### config.mk
export PLATFORM = sky130hd
export DESIGN_NAME = qie_engine
export DESIGN_NICKNAME = d
export VERILOG_FILES = /design/src/design/qie_pkg.sv /design/src/design/qie_req_if.sv /design/src/design/qie_engine.sv /design/src/design/qie_skid.sv
export SDC_FILE = /design/constraint.sdc
export NUM_CORES = 1
export LEC_CHECK = 0
export ABC_CLOCK_PERIOD_IN_PS = 13600
export BUFFER_PORTS_ARGS = -buffer_cell sky130_fd_sc_hd__buf_4
export CORE_AREA = 3 3 197 199
export CTS_BUF_LIST = sky130_fd_sc_hd__clkbuf_16
export DETAILED_ROUTE_END_ITERATION = 8
export DIE_AREA = 0 0 200 202
export PLACE_DENSITY = 0.69
export RECOVER_POWER = 100
export SLEW_MARGIN = 20
export SYNTH_ARGS = -nofsm -noshare
export SYNTH_HDL_FRONTEND = slang
export SYNTH_HIERARCHICAL = 1
export SYNTH_SLANG_ARGS = --single-unit
### constraint.sdc
create_clock -name clk -period 13.6 [get_ports clk]
set_input_delay 1.36 -clock clk [delete_from_list [all_inputs] [get_ports clk]]
set_output_delay 1.36 -clock clk [all_outputs]
set_load 0.01 [all_outputs]
### src/design/qie_pkg.sv
package qie_pkg;
  localparam int ADDR_W = 64;
  localparam int PTR_W = 19;
  localparam int DESC_W = 256;
  localparam int HALF_W = 128;
  localparam int BYTES128_LOG2 = 4;
  localparam int BYTES256_LOG2 = 5;
  localparam int TYPE_LO_MSB = 3;
  localparam int TYPE_HI_LSB = 9;
  localparam int TYPE_HI_MSB = 11;
  localparam int GRAN_LSB = 4;
  localparam int GRAN_MSB = 5;
  localparam int DOM_LSB = 16;
  localparam int DOM_MSB = 31;
  localparam int REQ_LSB = 32;
  localparam int REQ_MSB = 47;
  localparam int MASK_LSB = 48;
  localparam int MASK_MSB = 49;
  localparam logic [6:0] TYPE_CTX = 7'h01;
  localparam logic [1:0] GRAN_BAD = 2'h0;
  localparam logic [1:0] GRAN_GLOBAL = 2'h1;
  localparam logic [1:0] GRAN_DOMAIN = 2'h2;
  localparam logic [1:0] GRAN_DEVICE = 2'h3;
  localparam logic [1:0] MODE_SCALABLE = 2'h1;
  localparam logic [1:0] MODE_ABORT = 2'h3;
  localparam logic [PTR_W-1:0] PTR_ZERO = 19'h00000;

  typedef struct packed {
    logic [1:0] scope;
    logic [15:0] domain_tag;
    logic [15:0] requester_number;
    logic [15:0] requester_mask;
    logic [6:0] kind;
  } qie_req_t;
endpackage

### src/design/qie_req_if.sv
`timescale 1ns/1ns
interface qie_req_if;
  logic valid;
  logic ready;
  qie_pkg::qie_req_t data;
  modport src(output valid, output data, input ready);
  modport dst(input valid, input data, output ready);
endinterface

### src/design/qie_engine.sv
`timescale 1ns/1ns
// Notes on behaviour
// - head advances past a descriptor only after it checks valid
// - 256-bit mode treats tail bit 4 as reserved with bits 3:0
// - ring empty whenever head equals tail
// - enable command sets queue_on_status
// - fetch in order only when on, non-empty, no error flags
// - disable zeroes head and clears queue_on_status
// - type is descriptor bits 11:9 above bits 3:0
// - type 1h is a context flush request
// - context flush descriptor in 256-bit mode with any of bits 255:128 set is an invalid descriptor
// - 128-bit context flush descriptors invalid in scalable or abort translation kinds
// - scope 01 global, 10 domain, 11 device; 00 invalid
// - scalable mode: domain scope becomes global, domain tag ignored
// - phantom_mask hides requester bits: none, 2, 2:1, 2:0
// - flush write buffer before each context flush when needed
// - entry_width_sel 0 means 128-bit, 1 means 256-bit only with scalable or abort support, else 128-bit
module qie_engine
#(
  parameter int ENTRY_LOG2_MAX = 15
)
(
  input wire logic clk,
  input wire logic rst_n,
  input wire logic queue_enable_cmd,
  output logic queue_on_status,
  input wire logic [qie_pkg::ADDR_W-1:0] queue_base_config,
  input wire logic [3:0] queue_size_log2,
  input wire logic entry_width_sel,
  input wire logic [qie_pkg::PTR_W-1:0] ring_tail,
  output logic [qie_pkg::PTR_W-1:0] ring_head,
  output logic queue_error_flag,
  input wire logic queue_error_clear,
  input wire logic timeout_error_flag,
  input wire logic [1:0] translation_kind,
  input wire logic scalable_support,
  input wire logic abort_support,
  input wire logic write_buffer_flush_needed,
  output logic rd_valid,
  input wire logic rd_ready,
  output logic [qie_pkg::ADDR_W-1:0] rd_addr,
  input wire logic data_valid,
  input wire logic [qie_pkg::DESC_W-1:0] data_desc,
  output logic flush_req,
  input wire logic flush_done,
  output logic context_flush_valid,
  input wire logic context_flush_ready,
  output qie_pkg::qie_req_t context_flush_request,
  output logic other_valid,
  input wire logic other_ready,
  output logic [6:0] other_kind
);
  typedef enum logic [4:0] {
    ST_IDLE = 5'h01,
    ST_ADDR = 5'h02,
    ST_WAIT = 5'h04,
    ST_FLSH = 5'h08,
    ST_PUSH = 5'h10
  } qie_state_t;

  typedef struct packed {
    qie_state_t st;
    logic on;
    logic err;
    logic [qie_pkg::PTR_W-1:0] head;
    logic [qie_pkg::ADDR_W-1:0] addr;
    qie_pkg::qie_req_t req;
    logic is_ctx;
    logic other;
    logic [6:0] okind;
  } qie_st_t;

  localparam int PTR_W = qie_pkg::PTR_W;

  qie_st_t s_q;
  qie_st_t s_d;
  logic rst_m_q;
  logic rst_s_q;
  logic wide;
  logic [qie_pkg::PTR_W-1:0] tail_eff;
  logic [qie_pkg::PTR_W-1:0] last_off;
  logic [qie_pkg::PTR_W-1:0] step;
  logic [6:0] kind;
  logic [1:0] scope;
  logic upper_nz;
  logic bad;
  logic [15:0] rmask;
  logic can_fetch;
  qie_req_if sk_if();

  always_ff @(posedge clk or negedge rst_n)
  begin
    if (!rst_n)
    begin
      rst_m_q <= 1'b0;
      rst_s_q <= 1'b0;
    end
    else
    begin
      rst_m_q <= 1'b1;
      rst_s_q <= rst_m_q;
    end
  end

  // width only programmable when scalable or abort support exists
  assign wide = entry_width_sel && (scalable_support || abort_support);
  assign step = wide ? 19'h00020 : 19'h00010;
  // reserved low tail bits are dropped, never compared
  assign tail_eff = wide ? {ring_tail[qie_pkg::PTR_W-1:qie_pkg::BYTES256_LOG2], 5'h00}
                         : {ring_tail[qie_pkg::PTR_W-1:qie_pkg::BYTES128_LOG2], 4'h0};
  // byte offset of the last entry: 2^(12+size) bytes per ring
  assign last_off = PTR_W'(((20'h01000 << queue_size_log2) - 20'h1)) & ~(step - 19'h1);
  assign can_fetch = s_q.on && (s_q.head != tail_eff) && !s_q.err
                     && !timeout_error_flag;

  assign kind = {data_desc[qie_pkg::TYPE_HI_MSB:qie_pkg::TYPE_HI_LSB],
                 data_desc[qie_pkg::TYPE_LO_MSB:0]};
  assign scope = data_desc[qie_pkg::GRAN_MSB:qie_pkg::GRAN_LSB];
  assign upper_nz = |data_desc[qie_pkg::DESC_W-1:qie_pkg::HALF_W];

  always_comb
  begin
    bad = 1'b0;
    if (kind == qie_pkg::TYPE_CTX)
    begin
      if (scope == qie_pkg::GRAN_BAD)
      begin
        bad = 1'b1;
      end
      if (wide && upper_nz)
      begin
        bad = 1'b1;
      end
      if (!wide && ((translation_kind == qie_pkg::MODE_SCALABLE)
                    || (translation_kind == qie_pkg::MODE_ABORT)))
      begin
        bad = 1'b1;
      end
    end
  end

  always_comb
  begin
    case (data_desc[qie_pkg::MASK_MSB:qie_pkg::MASK_LSB])
      2'h0: rmask = 16'hFFFF;
      2'h1: rmask = 16'hFFFB;
      2'h2: rmask = 16'hFFF9;
      default: rmask = 16'hFFF8;
    endcase
  end

  always_comb
  begin
    s_d = s_q;
    if (queue_error_clear)
    begin
      s_d.err = 1'b0;
    end
    case (s_q.st)
      ST_IDLE:
      begin
        if (can_fetch)
        begin
          s_d.addr = queue_base_config + {45'h0, s_q.head};
          s_d.st = ST_ADDR;
        end
      end
      ST_ADDR:
      begin
        if (rd_ready)
        begin
          s_d.st = ST_WAIT;
        end
      end
      ST_WAIT:
      begin
        if (data_valid)
        begin
          if (bad)
          begin
            s_d.err = 1'b1;
            s_d.st = ST_IDLE;
          end
          else
          begin
            s_d.is_ctx = (kind == qie_pkg::TYPE_CTX);
            s_d.other = (kind != qie_pkg::TYPE_CTX);
            s_d.okind = kind;
            s_d.req.kind = kind;
            s_d.req.scope = scope;
            s_d.req.domain_tag = data_desc[qie_pkg::DOM_MSB:qie_pkg::DOM_LSB];
            s_d.req.requester_number = data_desc[qie_pkg::REQ_MSB:qie_pkg::REQ_LSB] & rmask;
            s_d.req.requester_mask = rmask;
            if (translation_kind == qie_pkg::MODE_SCALABLE)
            begin
              s_d.req.domain_tag = 16'h0000;
              if (scope == qie_pkg::GRAN_DOMAIN)
              begin
                s_d.req.scope = qie_pkg::GRAN_GLOBAL;
              end
            end
            // head moves only once the descriptor has passed checks
            s_d.head = (s_q.head >= last_off) ? qie_pkg::PTR_ZERO
                                              : s_q.head + step;
            s_d.st = ((kind == qie_pkg::TYPE_CTX) && write_buffer_flush_needed)
                     ? ST_FLSH : ST_PUSH;
          end
        end
      end
      ST_FLSH:
      begin
        if (flush_done)
        begin
          s_d.st = ST_PUSH;
        end
      end
      ST_PUSH:
      begin
        if (s_q.is_ctx && sk_if.ready)
        begin
          s_d.is_ctx = 1'b0;
        end
        if (s_q.other && other_ready)
        begin
          s_d.other = 1'b0;
        end
        if (!s_d.is_ctx && !s_d.other)
        begin
          s_d.st = ST_IDLE;
        end
      end
      default: s_d.st = ST_IDLE;
    endcase
    if (queue_enable_cmd)
    begin
      s_d.on = 1'b1;
    end
    else
    begin
      s_d.on = 1'b0;
      s_d.head = qie_pkg::PTR_ZERO;
    end
  end

  always_ff @(posedge clk or negedge rst_s_q)
  begin
    if (!rst_s_q)
    begin
      s_q <= '{st: ST_IDLE, default: '0};
    end
    else
    begin
      s_q <= s_d;
    end
  end

  assign sk_if.valid = (s_q.st == ST_PUSH) && s_q.is_ctx;
  assign sk_if.data = s_q.req;

  qie_skid u_skid
  (
    .clk(clk),
    .rst_n(rst_s_q),
    .in_if(sk_if),
    .out_valid(context_flush_valid),
    .out_ready(context_flush_ready),
    .out_data(context_flush_request)
  );

  assign queue_on_status = s_q.on;
  assign ring_head = s_q.head;
  assign queue_error_flag = s_q.err;
  assign rd_valid = (s_q.st == ST_ADDR);
  assign rd_addr = s_q.addr;
  assign flush_req = (s_q.st == ST_FLSH);
  assign other_valid = (s_q.st == ST_PUSH) && s_q.other;
  assign other_kind = s_q.okind;
endmodule

### src/design/qie_skid.sv
`timescale 1ns/1ns
module qie_skid
(
  input wire logic clk,
  input wire logic rst_n,
  qie_req_if.dst in_if,
  output logic out_valid,
  input wire logic out_ready,
  output qie_pkg::qie_req_t out_data
);
  typedef struct packed {
    logic [1:0] cnt;
    qie_pkg::qie_req_t e0;
    qie_pkg::qie_req_t e1;
  } qie_skid_st_t;

  qie_skid_st_t s_q;
  qie_skid_st_t s_d;
  logic push;
  logic pop;

  assign in_if.ready = (s_q.cnt != 2'h2);
  assign out_valid = (s_q.cnt != 2'h0);
  assign out_data = s_q.e0;
  assign push = in_if.valid && in_if.ready;
  assign pop = out_valid && out_ready;

  always_comb
  begin
    s_d = s_q;
    if (pop)
    begin
      s_d.e0 = s_q.e1;
    end
    if (push)
    begin
      if ((s_q.cnt == 2'h0) || ((s_q.cnt == 2'h1) && pop))
      begin
        s_d.e0 = in_if.data;
      end
      else
      begin
        s_d.e1 = in_if.data;
      end
    end
    s_d.cnt = s_q.cnt + {1'b0, push} - {1'b0, pop};
  end

  always_ff @(posedge clk or negedge rst_n)
  begin
    if (!rst_n)
    begin
      s_q <= '0;
    end
    else
    begin
      s_q <= s_d;
    end
  end
endmodule

## Word-level counts from Yosys, hierarchy flattened

Cells that the tools add are included.

| word-level totals | value |
|---|---|
| bits of input ports | 359 |
| register bits after elaboration | 243 |
| logic and storage cells | 133 |

| operators by class | value |
|---|---|
| bitwise operators | 5 |
| add/sub/neg operators | 6 |
| reduce and logical (&&, ||, !) cells | 35 |
| mux-type cells | 36 |
| eq/ne operators | 24 |
| shift operators | 1 |
| order comparisons | 1 |

Operator list:

| kind | count |
|---|---|
| 2-to-1 mux 57 bit | 3 |
| OR reduction 128 bit | 1 |
| 2-to-1 mux 114 bit | 1 |
| adder 64 x 19 -> 64 bit | 1 |
| 2-to-1 mux 19 bit | 3 |
| 2-to-1 mux 20 bit | 2 |
| 2-to-1 mux 5 bit | 8 |
| one-hot mux 5 bit (5 select lines) | 1 |
| adder 19 x 6 -> 19 bit | 1 |
| bitwise AND 19 bit | 1 |
| greater-or-equal comparator 19 bit | 1 |
| inequality test 19 bit | 1 |
| NOT 19 bit | 1 |
| left shift 13 x 4 -> 19 bit, first input constant | 1 |
| subtractor 19 x 1 -> 19 bit, second input constant | 1 |
| 2-to-1 mux 18 bit | 1 |
| 2-to-1 mux 9 bit | 2 |
| bitwise AND 16 bit | 1 |
| logical AND 1 bit | 15 |
| inequality test 2 bit, second input constant | 6 |
| 2-to-1 mux 1 bit | 11 |
| one-hot mux 3 bit (3 select lines) | 1 |
| AND reduction 3 bit | 3 |
| inequality test 2 x 1 -> 1 bit, second input constant | 4 |
| other kinds (22) | 37 |

## Depth between registers and ports, before layout

Gate-level depths: netlist of the first run.

| logic depth | value |
|---|---|
| depth in word-level cells | 12 |
| depth in mapped cells | 14 |

## Modules after synthesis

The synthesis of the first run kept the hierarchy.

Modules (own cells, without submodules):

| module | instances | cells an instance | seq. area each (um^2) | area an instance (um^2) |
|---|---|---|---|---|
| qie_engine | 1 | 983 | 3,379.5 | 8,436.8 |
| qie_skid | 1 | 377 | 2,902.8 | 5,460.2 |

## Worst setup path after synthesis of the first run

OpenSTA, ideal clock, no wires.

| timing | value |
|---|---|
| path kind | in2reg |
| from | input port queue_size_log2[2] |
| to | register s_q, in the netlist ring_head[13] |
| slack | 9,495 ps |
| arrival | 3,974 ps |
| data required time | 13,468 ps |
| setup time | 132 ps |
| stages on the path | 12 |
| cell sequence | or4_1 ha_1 xnor2_1 ha_1 nand4_1 a2111oi_0 o221ai_1 a211o_1 buf_2 and4_1 a31oi_1 o31ai_1 |

| on the way | value |
|---|---|
| cells in the longest elaborated chain, start to end | 9 |

Ends and longest elaborated chain:

| item | RTL line | RTL |
|---|---|---|
| start, declared | qie_engine.sv:28 | `input wire logic [3:0] queue_size_log2,` |
| left shift 13 x 4 -> 19 bit | qie_engine.sv:112 | `assign last_off = PTR_W'(((20'h01000 << queue_size_log2) - 20'h1)) & ~(step - 19'h1);` |
| subtractor 19 x 1 -> 19 bit | qie_engine.sv:112 |  |
| bitwise AND 19 bit | qie_engine.sv:112 |  |
| greater-or-equal comparator 19 bit | qie_engine.sv:203 | `s_d.head = (s_q.head >= last_off) ? qie_pkg::PTR_ZERO` |
| 2-to-1 mux 19 bit | qie_engine.sv:203 |  |
| 2-to-1 mux 19 bit | qie_engine.sv:179 | `if (bad)` |
| 2-to-1 mux 20 bit | qie_engine.sv:177 | `if (data_valid)` |
| 2-to-1 mux 20 bit | qie_engine.sv:159 | `case (s_q.st)` |
| 2-to-1 mux 19 bit | qie_engine.sv:234 | `if (queue_enable_cmd)` |
| end signal, assigned | qie_engine.sv:249 | `s_q <= '{st: ST_IDLE, default: '0};` |
| end signal, assigned | qie_engine.sv:253 | `s_q <= s_d;` |
| end, declared | qie_engine.sv:75 | `qie_st_t s_q;` |

Every way passes these cells. The select of a mux whose other input is x is not followed.
A chain may end at the register's enable or synchronous reset.

## Worst setup path in the final report of the first run

| timing | value |
|---|---|
| from | input port abort_support |
| to | register s_q, in the netlist ring_head[4] |

| on the way | value |
|---|---|
| cells in the longest elaborated chain, start to end | 12 |

Ends and longest elaborated chain:

| item | RTL line | RTL |
|---|---|---|
| start, declared | qie_engine.sv:37 | `input wire logic abort_support,` |
| logical OR 1 bit * | qie_engine.sv:106 | `assign wide = entry_width_sel && (scalable_support \|\| abort_support);` |
| logical AND 1 bit * | qie_engine.sv:106 |  |
| 2-to-1 mux 6 bit | qie_engine.sv:107 | `assign step = wide ? 19'h00020 : 19'h00010;` |
| subtractor 6 x 1 -> 7 bit | qie_engine.sv:112 |  |
| NOT 19 bit | qie_engine.sv:112 |  |
| bitwise AND 19 bit | qie_engine.sv:112 |  |
| greater-or-equal comparator 19 bit | qie_engine.sv:203 |  |
| 2-to-1 mux 19 bit | qie_engine.sv:203 |  |
| 2-to-1 mux 19 bit | qie_engine.sv:179 |  |
| 2-to-1 mux 20 bit | qie_engine.sv:177 |  |
| 2-to-1 mux 20 bit | qie_engine.sv:159 |  |
| 2-to-1 mux 19 bit | qie_engine.sv:234 |  |

Mark *: on every way between the ends. The rest lies on a longest branch, timed or not. The select of a mux whose other input is x is not followed.

==> results of run 1 <==
-- worst max-delay path by stage --
stage / to / slack [ps] / cells past startpoint
floorplan: other_kind[0] / 6090 / 0
global placement: ring_head[15] / 9010 / 12
detailed placement: ring_head[15] / 9000 / 12
CTS: ring_head[6] / 9590 / 12
global route: u_skid/out_data[20] / 7340 / 2
finish: ring_head[4] / 8140 / 10
-- registers in the layout, summed over array words and instances, names as in the netlist --
register and count:
other_kind 7, queue_error_flag 1, queue_on_status 1, rd_addr 64
ring_head 15, rst_m_q 1, rst_s_q 1, s_q 45
u_skid/out_data 57, u_skid/s_q 59
-- worst max-delay path, cell delays in order --
cell,delay [ps]
clkbuf_4,100
o21ai_0,140
inv_1,320
nand4_1,200
nor4_1,510
and4bb_1,310
or2_0,620
clkbuf_1,1630
nor2_1,320
a22o_1,360
-- stage by stage --
step                power (mW)  setup WS [ps]  hold slack (ps)  instance area [sq um]  cells
CTS                       2.15           9590              290                  17300   2154
floorplan                 1.23           6090              331                  13900   1363
finish                    2.05           8140              352                  16700   2154
global placement          1.39           9010              281                  16400   2101
detailed placement        1.40           9000              288                  16400   2101
global route              2.17           7340              369                  16700   2154
-- cells by family after synthesis --
group / Yosys count / synth area share, %
multiplexers: 179 / 14.5
other: 2 / 0.0540
AO/OA/AOI/OAI: 152 / 6.73
flip-flops: 251 / 45.2
AND/OR/NAND/NOR: 442 / 15.4
buffers and inverters: 230 / 10.7
XOR/XNOR: 76 / 4.79
adder cells (fa/ha/maj): 28 / 2.57
-- where the power goes --
group	switching (mW)	internal [mW]	leakage, nW
registers	0.0776	0.851	3.37
logic	0.225	0.162	4.27
clock network	0.313	0.424	0.480
-- placed cells by master (no fill, tap or decap), types with 13 or more instances in the layout --
cell type  netlist  layout
nor3_1          30      30
o21ai_0         75      77
a21oi_1         14      13
mux2_1          20      20
mux2_2         159     159
nand4_1         19      19
nor2_1          38      38
inv_1           28      39
xor2_1          20      20
nand3_1         39      37
nor4_1          44      44
xnor2_1         56      56
ha_1            27      27
clkbuf_16        0      29
nand2_1        205     205
dfrtp_1        250     250
and3_1          16      16
buf_4          152     267
clkbuf_1        25     159
-- cell type report --
type                    instances  area [sq um]
flip-flops and latches        251          6280
well taps                     511           639
fillers                      3699         20700
clock inverters                24           173
repair buffers                429          2620
multi-input cells             882          6170
clock buffers                  29           726
inverters                      28           105
-- layer usage --
metal	share of wire (%)	up-vias	track usage [%]	routed length, um
li1	-	5113	-	-
met1	43	5372	24.6	16800
met2	47	362	29.9	18200
met3	6.9	69	4.38	2700
met4	2.8	4	4.94	1100
met5	0.067	-	0	26
==> run summary, run 1 <==
outcome: finished, violations left
violated checks: capacitance limit, slew limit
Worst R2R Path Depth: 2
EDFF count, synth: 0
commonest cells in the netlist: 250 x dfrtp_1, 205 x nand2_1, 159 x mux2_2
post-route ant nets: 0
Num Clock Sinks: 251
RSZ-0062 raised after global routing: no
I/O pin count: 512
Seq/Total Area, Yosys: 45.2%
CP Capture Type: flop
Clock Tree Buf Depth: 3
Fmax: 183 MHz
Final Max Tran Viols: 481
synthesis-stage register bit count: 251
clock latency on the worst-skew pair: 560 ps
initial drt markers: 585
startpoint types: primary input
H-tree depth: 1
Die Y: 202 um
worst r2r src: rst_s_q
antenna diode count: 0
Mapped Area: 0.0139 sq mm
Final period util: 40.1%
P per Cell Area: 123 mW/mm^2
grt ovf: 0
Hold Crit Class: reg2reg
vias in the first global route: 10,887
normalized max-slew margin: -166%
Post-Syn Instances: 1,360
TNS Setup: 0 ps
top post-synthesis cells by area: dfrtp_1 45%, mux2_2 13%, buf_4 8.2%, nand2_1 5.5%, xnor2_1 3.5%
layout net count: 2,008
reg2reg end: u_skid/s_q[25]
Yosys cell types: 68
Final setup viols: 0
area leader, netlist: dfrtp_1
Setup crit start: abort_support
Vias/cell: 5.07
post_cts resized: 0
most frequent cell after synthesis: dfrtp_1
final wirelength: 38,900 um
CORE AREA: 0.0374 sq mm
flop-to-flop setup slack: 8380 ps
clk root buf: clkbuf_16
ys async rst share: 100%
Port Buffers: 418
critical hold path startpoint: rst_m_q
final hold vios: 0
DR vias: 10,920
largest net degree at the start of global routing: 78
Yosys top cell area share: 45.0%
initial antenna violation count: 3
Synth Flop Type: dfrtp_1
CTS hold repair buffers: 0
Required @ worst endpoint: 14,040 ps
drt pass-1 iters: 5
Total GRT Usage: 18.4%
area grow syn2layout: 20.3%
full die area: 0.0404 sq mm
drt wl/cell: 18.0 um
CTS tree: built
WHS Endpoint: rst_s_q
number of core rows: 71
Placer Congestion: 0.866
Worst Path Arrival: 5900 ps
Die W: 200 um
Worst Hold Depth: 0
WS Path Type: in2reg
Worst Tran Pin Value: 3990 ps
Mapped Avg Cell Area: 10.2 sq um
Clock Skews: 15.3 ps
global-route wire length before repair: 59,700 um
setup bufs post-CTS: 0
initial core utilization: 37.2%
max-cap violations: 8
Worst IR Drop VDD: 95.8 uV
Yosys Warn Count: 6
CP Max Fanout: 43
share of cells above drive strength 1: 29.2%
clock-pin slew on the worst setup and hold paths: 60 ps
# DRC: 0
final core utilization: 44.7%
fin crit period: 5460 ps
LEAKAGE: 8.12 nW
DP Wirelength: 28,200 um
CTS buffer count: 29
Power figures use the tool's default switching activity.
==> run 2: changes to the inputs <==
--- a/config.mk
+++ b/config.mk
@@ -5,7 +5,7 @@
 export SDC_FILE = /design/constraint.sdc
 export NUM_CORES = 1
 export LEC_CHECK = 0
-export ABC_CLOCK_PERIOD_IN_PS = 13600
+export ABC_CLOCK_PERIOD_IN_PS = 5400
 export BUFFER_PORTS_ARGS = -buffer_cell sky130_fd_sc_hd__buf_4
 export CORE_AREA = 3 3 197 199
 export CTS_BUF_LIST = sky130_fd_sc_hd__clkbuf_16
==> constraint.sdc (replaced) <==
create_clock -name clk -period 5.4 [get_ports clk]
set_input_delay 0.54 -clock clk [delete_from_list [all_inputs] [get_ports clk]]
set_output_delay 0.54 -clock clk [all_outputs]
set_load 0.01 [all_outputs]
==> run 2 against run 1 <==
  * The flow still finishes with violations (capacitance limit, slew limit)
  * Clock power grew to 3.0 times the previous value
  * Utilization grew 0.50 points
  * Design area grew 1.1%
  * Worst hold slack lost 170 ps
  * Register-to-register slack got worse by 7000 ps
  * Power grew to 2.7 times the previous value
  * Global-route usage increased by 0.33 points
  * Sequential cell count unchanged
  * Worst setup slack worse by 6800 ps
  * Non-clock buffer count grew 3
  * Critical endpoint is now s_q[17]
  * Largest cell class unchanged
==> run summary, run 2 (same netlist as run 1, synthesis figures left out) <==
grt ovf: 0
Vias/cell: 5.04
clock latency on the worst-skew pair: 540 ps
critical hold path startpoint: queue_error_clear
worst r2r src: s_q[152]
DR vias: 10,863
fin crit period: 4020 ps
WHS Endpoint: queue_error_flag
Worst R2R Path Depth: 7
Final Max Tran Viols: 327
CP Capture Type: flop
final hold vios: 0
clock-pin slew on the worst setup and hold paths: 60 ps
largest net degree at the start of global routing: 166
LEAKAGE: 8.20 nW
drt pass-1 iters: 7
initial core utilization: 37.2%
outcome: finished, violations left
P per Cell Area: 326 mW/mm^2
Die Y: 202 um
most frequent cells in the layout: 272 x buf_4, 250 x dfrtp_1, 205 x nand2_1
Worst Tran Pin Value: 2570 ps
vias in the first global route: 11,108
CTS tree: built
Worst IR Drop VDD: 234 uV
number of core rows: 71
antenna diode count: 0
# DRC: 0
Placer Congestion: 0.878
area grow syn2layout: 21.7%
share of cells above drive strength 1: 29.7%
CTS hold repair buffers: 1
CTS buffer count: 29
Final period util: 74.5%
H-tree depth: 1
Worst Hold Depth: 2
worst hold slack: 182 ps
startpoint types: primary input
CORE AREA: 0.0374 sq mm
violated checks: capacitance limit, slew limit
global-route wire length before repair: 61,000 um
clk root buf: clkbuf_16
I/O pin count: 512
post-route ant nets: 0
max-cap violations: 5
WS Path Type: in2reg
Required @ worst endpoint: 5730 ps
Total GRT Usage: 18.7%
Die W: 200 um
drt wl/cell: 18.2 um
Hold Crit Class: in2reg
full die area: 0.0404 sq mm
final wirelength: 39,200 um
CP Max Fanout: 40
Worst Path Arrival: 4350 ps
DP Wirelength: 28,700 um
Clock Skews: 15.8 ps
Tot Pwr: 5.51 mW
Port Buffers: 418
RSZ-0062 raised after global routing: no
normalized max-slew margin: -71.1%
layout net count: 2,011
flop-to-flop setup slack: 1410 ps
post_cts resized: 0
initial drt markers: 623
max reg flops: 64
Num Clock Sinks: 251
TNS Setup: 0 ps
setup bufs post-CTS: 0
Fmax: 248 MHz
Final setup viols: 0
reg2reg end: u_skid/s_q[2]
Clock Tree Buf Depth: 3
initial antenna violation count: 2
leading cell type in the layout, fill and taps excluded: buf_4
==> run 2: routing by layer <==
layer | wire length [um] | global-route usage [%]
met5 | 13 | 0
met4 | 913 | 4.39
met3 | 3030 | 4.62
met2 | 18200 | 29.8
met1 | 17000 | 25.8
==> run 2: where the power goes <==
part           internal [mW]  leakage (nW)  switching [mW]
Clock                   1.40         0.528           0.791
Combinational          0.398          4.30           0.573
Sequential              2.14          3.37           0.202
Total                   3.95          8.20            1.57
==> run 2: area by class of cell <==
cell class,count,area [sq um]
clock buffers,29,726
clock inverters,24,347
fillers,3616,20500
inverters,28,105
multi-input cells,882,6150
flip-flops and latches,251,6280
well taps,511,639
repair buffers,432,2660
==> run 2: per-stage QoR <==
| step | area [sq um] | util (%) | setup WS, ps | std cells |
|---|---|---|---|---|
| floorplan | 13900 | - | 1280 | 1363 |
| global placement | 16500 | 44.0 | 1630 | 2103 |
| detailed placement | 16500 | 44.0 | 1620 | 2103 |
| CTS | 17500 | 46.9 | 2190 | 2157 |
| global route | 16900 | 45.2 | 972 | 2157 |
| finish | 16900 | 45.2 | 1380 | 2157 |
==> run 2: critical path: stages <==
cell	delay, ps
clkbuf_4	110
o21ai_0	350
inv_1	300
nand4_1	190
nor4_1	110
and4bb_1	240
nor2_1	740
clkbuf_1	1500
o21ai_0	230
==> run 2: how the worst max path moves through the flow <==
stage	endpoint	depth (start not counted)	from	slack, ps
finish	s_q[17]	9	abort_support	1380
global route	s_q[39]	10	abort_support	970
CTS	ring_head[15]	12	queue_size_log2[2]	2190
detailed placement	ring_head[15]	12	queue_size_log2[2]	1620
global placement	ring_head[15]	12	queue_size_log2[2]	1630
floorplan	other_kind[0]	0	rst_s_q	1280
==> run 3: changes to the inputs <==
--- a/config.mk
+++ b/config.mk
@@ -5,7 +5,7 @@
 export SDC_FILE = /design/constraint.sdc
 export NUM_CORES = 1
 export LEC_CHECK = 0
-export ABC_CLOCK_PERIOD_IN_PS = 5400
+export ABC_CLOCK_PERIOD_IN_PS = 4000
 export BUFFER_PORTS_ARGS = -buffer_cell sky130_fd_sc_hd__buf_4
 export CORE_AREA = 3 3 197 199
 export CTS_BUF_LIST = sky130_fd_sc_hd__clkbuf_16
==> constraint.sdc (replaced) <==
create_clock -name clk -period 4 [get_ports clk]
set_input_delay 0.4 -clock clk [delete_from_list [all_inputs] [get_ports clk]]
set_output_delay 0.4 -clock clk [all_outputs]
set_load 0.01 [all_outputs]
==> run 3 against run 2 <==
  * Routed wire length shrank 1.4%
  * Clock-buffer cell count is the same
  * Largest cell class unchanged
  * The run still ends with capacitance limit, slew limit left
  * Register-to-register slack got worse by 750 ps
  * Die area did not move
  * Critical path depth fell by 2
  * Cell count about the same
  * Global-route usage fell by 0.47 points
==> run summary, run 3 (same netlist as run 1, synthesis figures left out) <==
outcome: finished, violations left
violated checks: capacitance limit, slew limit
# DRC: 0
Worst IR Drop VDD: 276 uV
grt ovf: 0
Psw: 2.03 mW
Required @ worst endpoint: 4400 ps
Tot Pwr: 6.77 mW
initial drt markers: 596
Worst Path Arrival: 3740 ps
initial core utilization: 37.2%
Hold Crit Class: in2reg
P per Cell Area: 405 mW/mm^2
Num Clock Sinks: 251
pre-CTS WS: 279 ps
Comb power frac: 19.4%
CORE AREA: 0.0374 sq mm
CTS tree: built
drt pass-1 iters: 5
Die W: 200 um
post_cts resized: 0
leading cell type in the layout, fill and taps excluded: buf_4
Final Max Tran Viols: 112
number of core rows: 71
Cells after DPL: 2,107
number of fill cells in the layout: 3,681
clock-pin slew on the worst setup and hold paths: 60 ps
layout net count: 2,015
Final setup viols: 0
largest net degree at the start of global routing: 94
post-route ant nets: 0
Final period util: 83.4%
CP Capture Type: flop
part of the power in registers: 46.8%
Placer Congestion: 0.871
worst r2r src: s_q[152]
Fmax: 300 MHz
share of cells above drive strength 1: 29.3%
DR vias: 10,862
CP Max Fanout: 50
drt wl/cell: 17.9 um
clock share of power: 33.8%
Vias/cell: 5.03
max-cap violations: 2
vias in the first global route: 10,964
Clock Tree Buf Depth: 3
Port Buffers: 418
DP Wirelength: 28,800 um
normalized max-slew margin: -55.6%
full die area: 0.0404 sq mm
final core utilization: 44.7%
TNS Setup: 0 ps
final hold vios: 0
CTS buffer count: 28
I/O pin count: 512
Clock Skews: 29.2 ps
startpoint types: flop
clock latency on the worst-skew pair: 540 ps
Die Y: 202 um
Total GRT Usage: 18.3%
RSZ-0062 raised after global routing: no
clk root buf: clkbuf_16
LEAKAGE: 8.14 nW
initial antenna violation count: 2
H-tree depth: 1
max reg flops: 64
most frequent cells in the layout: 275 x buf_4, 250 x dfrtp_1, 206 x nand2_1
area grow syn2layout: 20.2%
Non-Filler Instances: 2,159
global-route wire length before repair: 60,000 um
Setup crit start: s_q[152]
final wirelength: 38,600 um
fin crit period: 3340 ps
WS Path Type: reg2reg
final worst slack: 664 ps
Pint: 4.74 mW
Worst Tran Pin Value: 2330 ps
Net Sw Frac: 30.0%
critical hold path startpoint: queue_error_clear
-- run 3: changes by cell type in the layout (fill, tap and decap cells not counted), moves of 2 or more --
| cell | previous run | this run |
|---|---|---|
| clkbuf_1 | 156 | 153 |
| bufinv_16 | 9 | 0 |
| buf_12 | 0 | 2 |
| buf_4 | 272 | 275 |
| inv_1 | 29 | 36 |
| clkbuf_2 | 1 | 3 |
| nor4b_1 | 6 | 8 |
| nor4b_2 | 2 | 0 |
-- run 3: metrics by stage --
| step | hold slack (ps) | area [sq um] |
|---|---|---|
| 5_1_grt | 28.4 | 16700 |
| 3_5_place_dp | 186 | 16500 |
| 6_report | 40.5 | 16700 |
| 3_3_place_gp | 184 | 16500 |
| 2_1_floorplan | 104 | 13900 |
| 4_1_cts | 7.97 | 17300 |
-- run 3: what timing repair did --
action	4_1_cts	5_1_grt
hold buffers	2	0
setup buffers	0	0
endpoints found under the setup margin	0	0
hold endpoints to repair	3	0
-- run 3: path summary, 6_finish.rpt --
kind	cells past startpoint	to	slack [ps]
worst max-delay path	7	u_skid/s_q[32]	660
worst min-delay path	2	queue_error_flag	40
worst max register to register	7	u_skid/s_q[32]	660
worst min register to register	0	rst_s_q	350
max in group asynchronous	1	u_skid/out_data[41]	1180
min in group asynchronous	2	rst_m_q	180
-- run 3: cell type report --
cell class	instances	area [sq um]	share of cell area, %
flip-flops and latches	251	6280	37.6
multi-input cells	882	6130	36.7
inverters	28	105	0.629
diodes	1	2.50	0.0150
well taps	511	639	3.83
clock buffers	29	726	4.35
repair buffers	437	2730	16.3
clock inverters	20	81.3	0.487
-- run 3: layer usage --
| metal | vias up | global-route usage, % | share of wire [%] |
|---|---|---|---|
| met2 | 351 | 29.2 | 47 |
| met5 | - | 0 | 0.034 |
| met1 | 5319 | 25.4 | 44 |
| met3 | 61 | 4.25 | 7.6 |
| li1 | 5129 | - | - |
| met4 | 2 | 3.94 | 1.9 |
-- run 3: worst max-delay path, cell delays in order, from the launching register on --
cell	delay, ps
dfrtp_1	420
nor2_1	170
and3_1	270
and2_0	290
nand2_1	80
a21oi_1	670
clkbuf_4	850
mux2_2	410
-- run 3: power groups by stage --
stage / clock network (mW) / registers (mW) / logic, mW
after floorplan: 0 / 3.14 / 1.04
after global placement: 0 / 3.19 / 1.53
after detailed placement: 0 / 3.22 / 1.55
after CTS: 2.37 / 3.18 / 1.55
after global routing: 2.46 / 3.22 / 1.47
final: 2.29 / 3.17 / 1.31
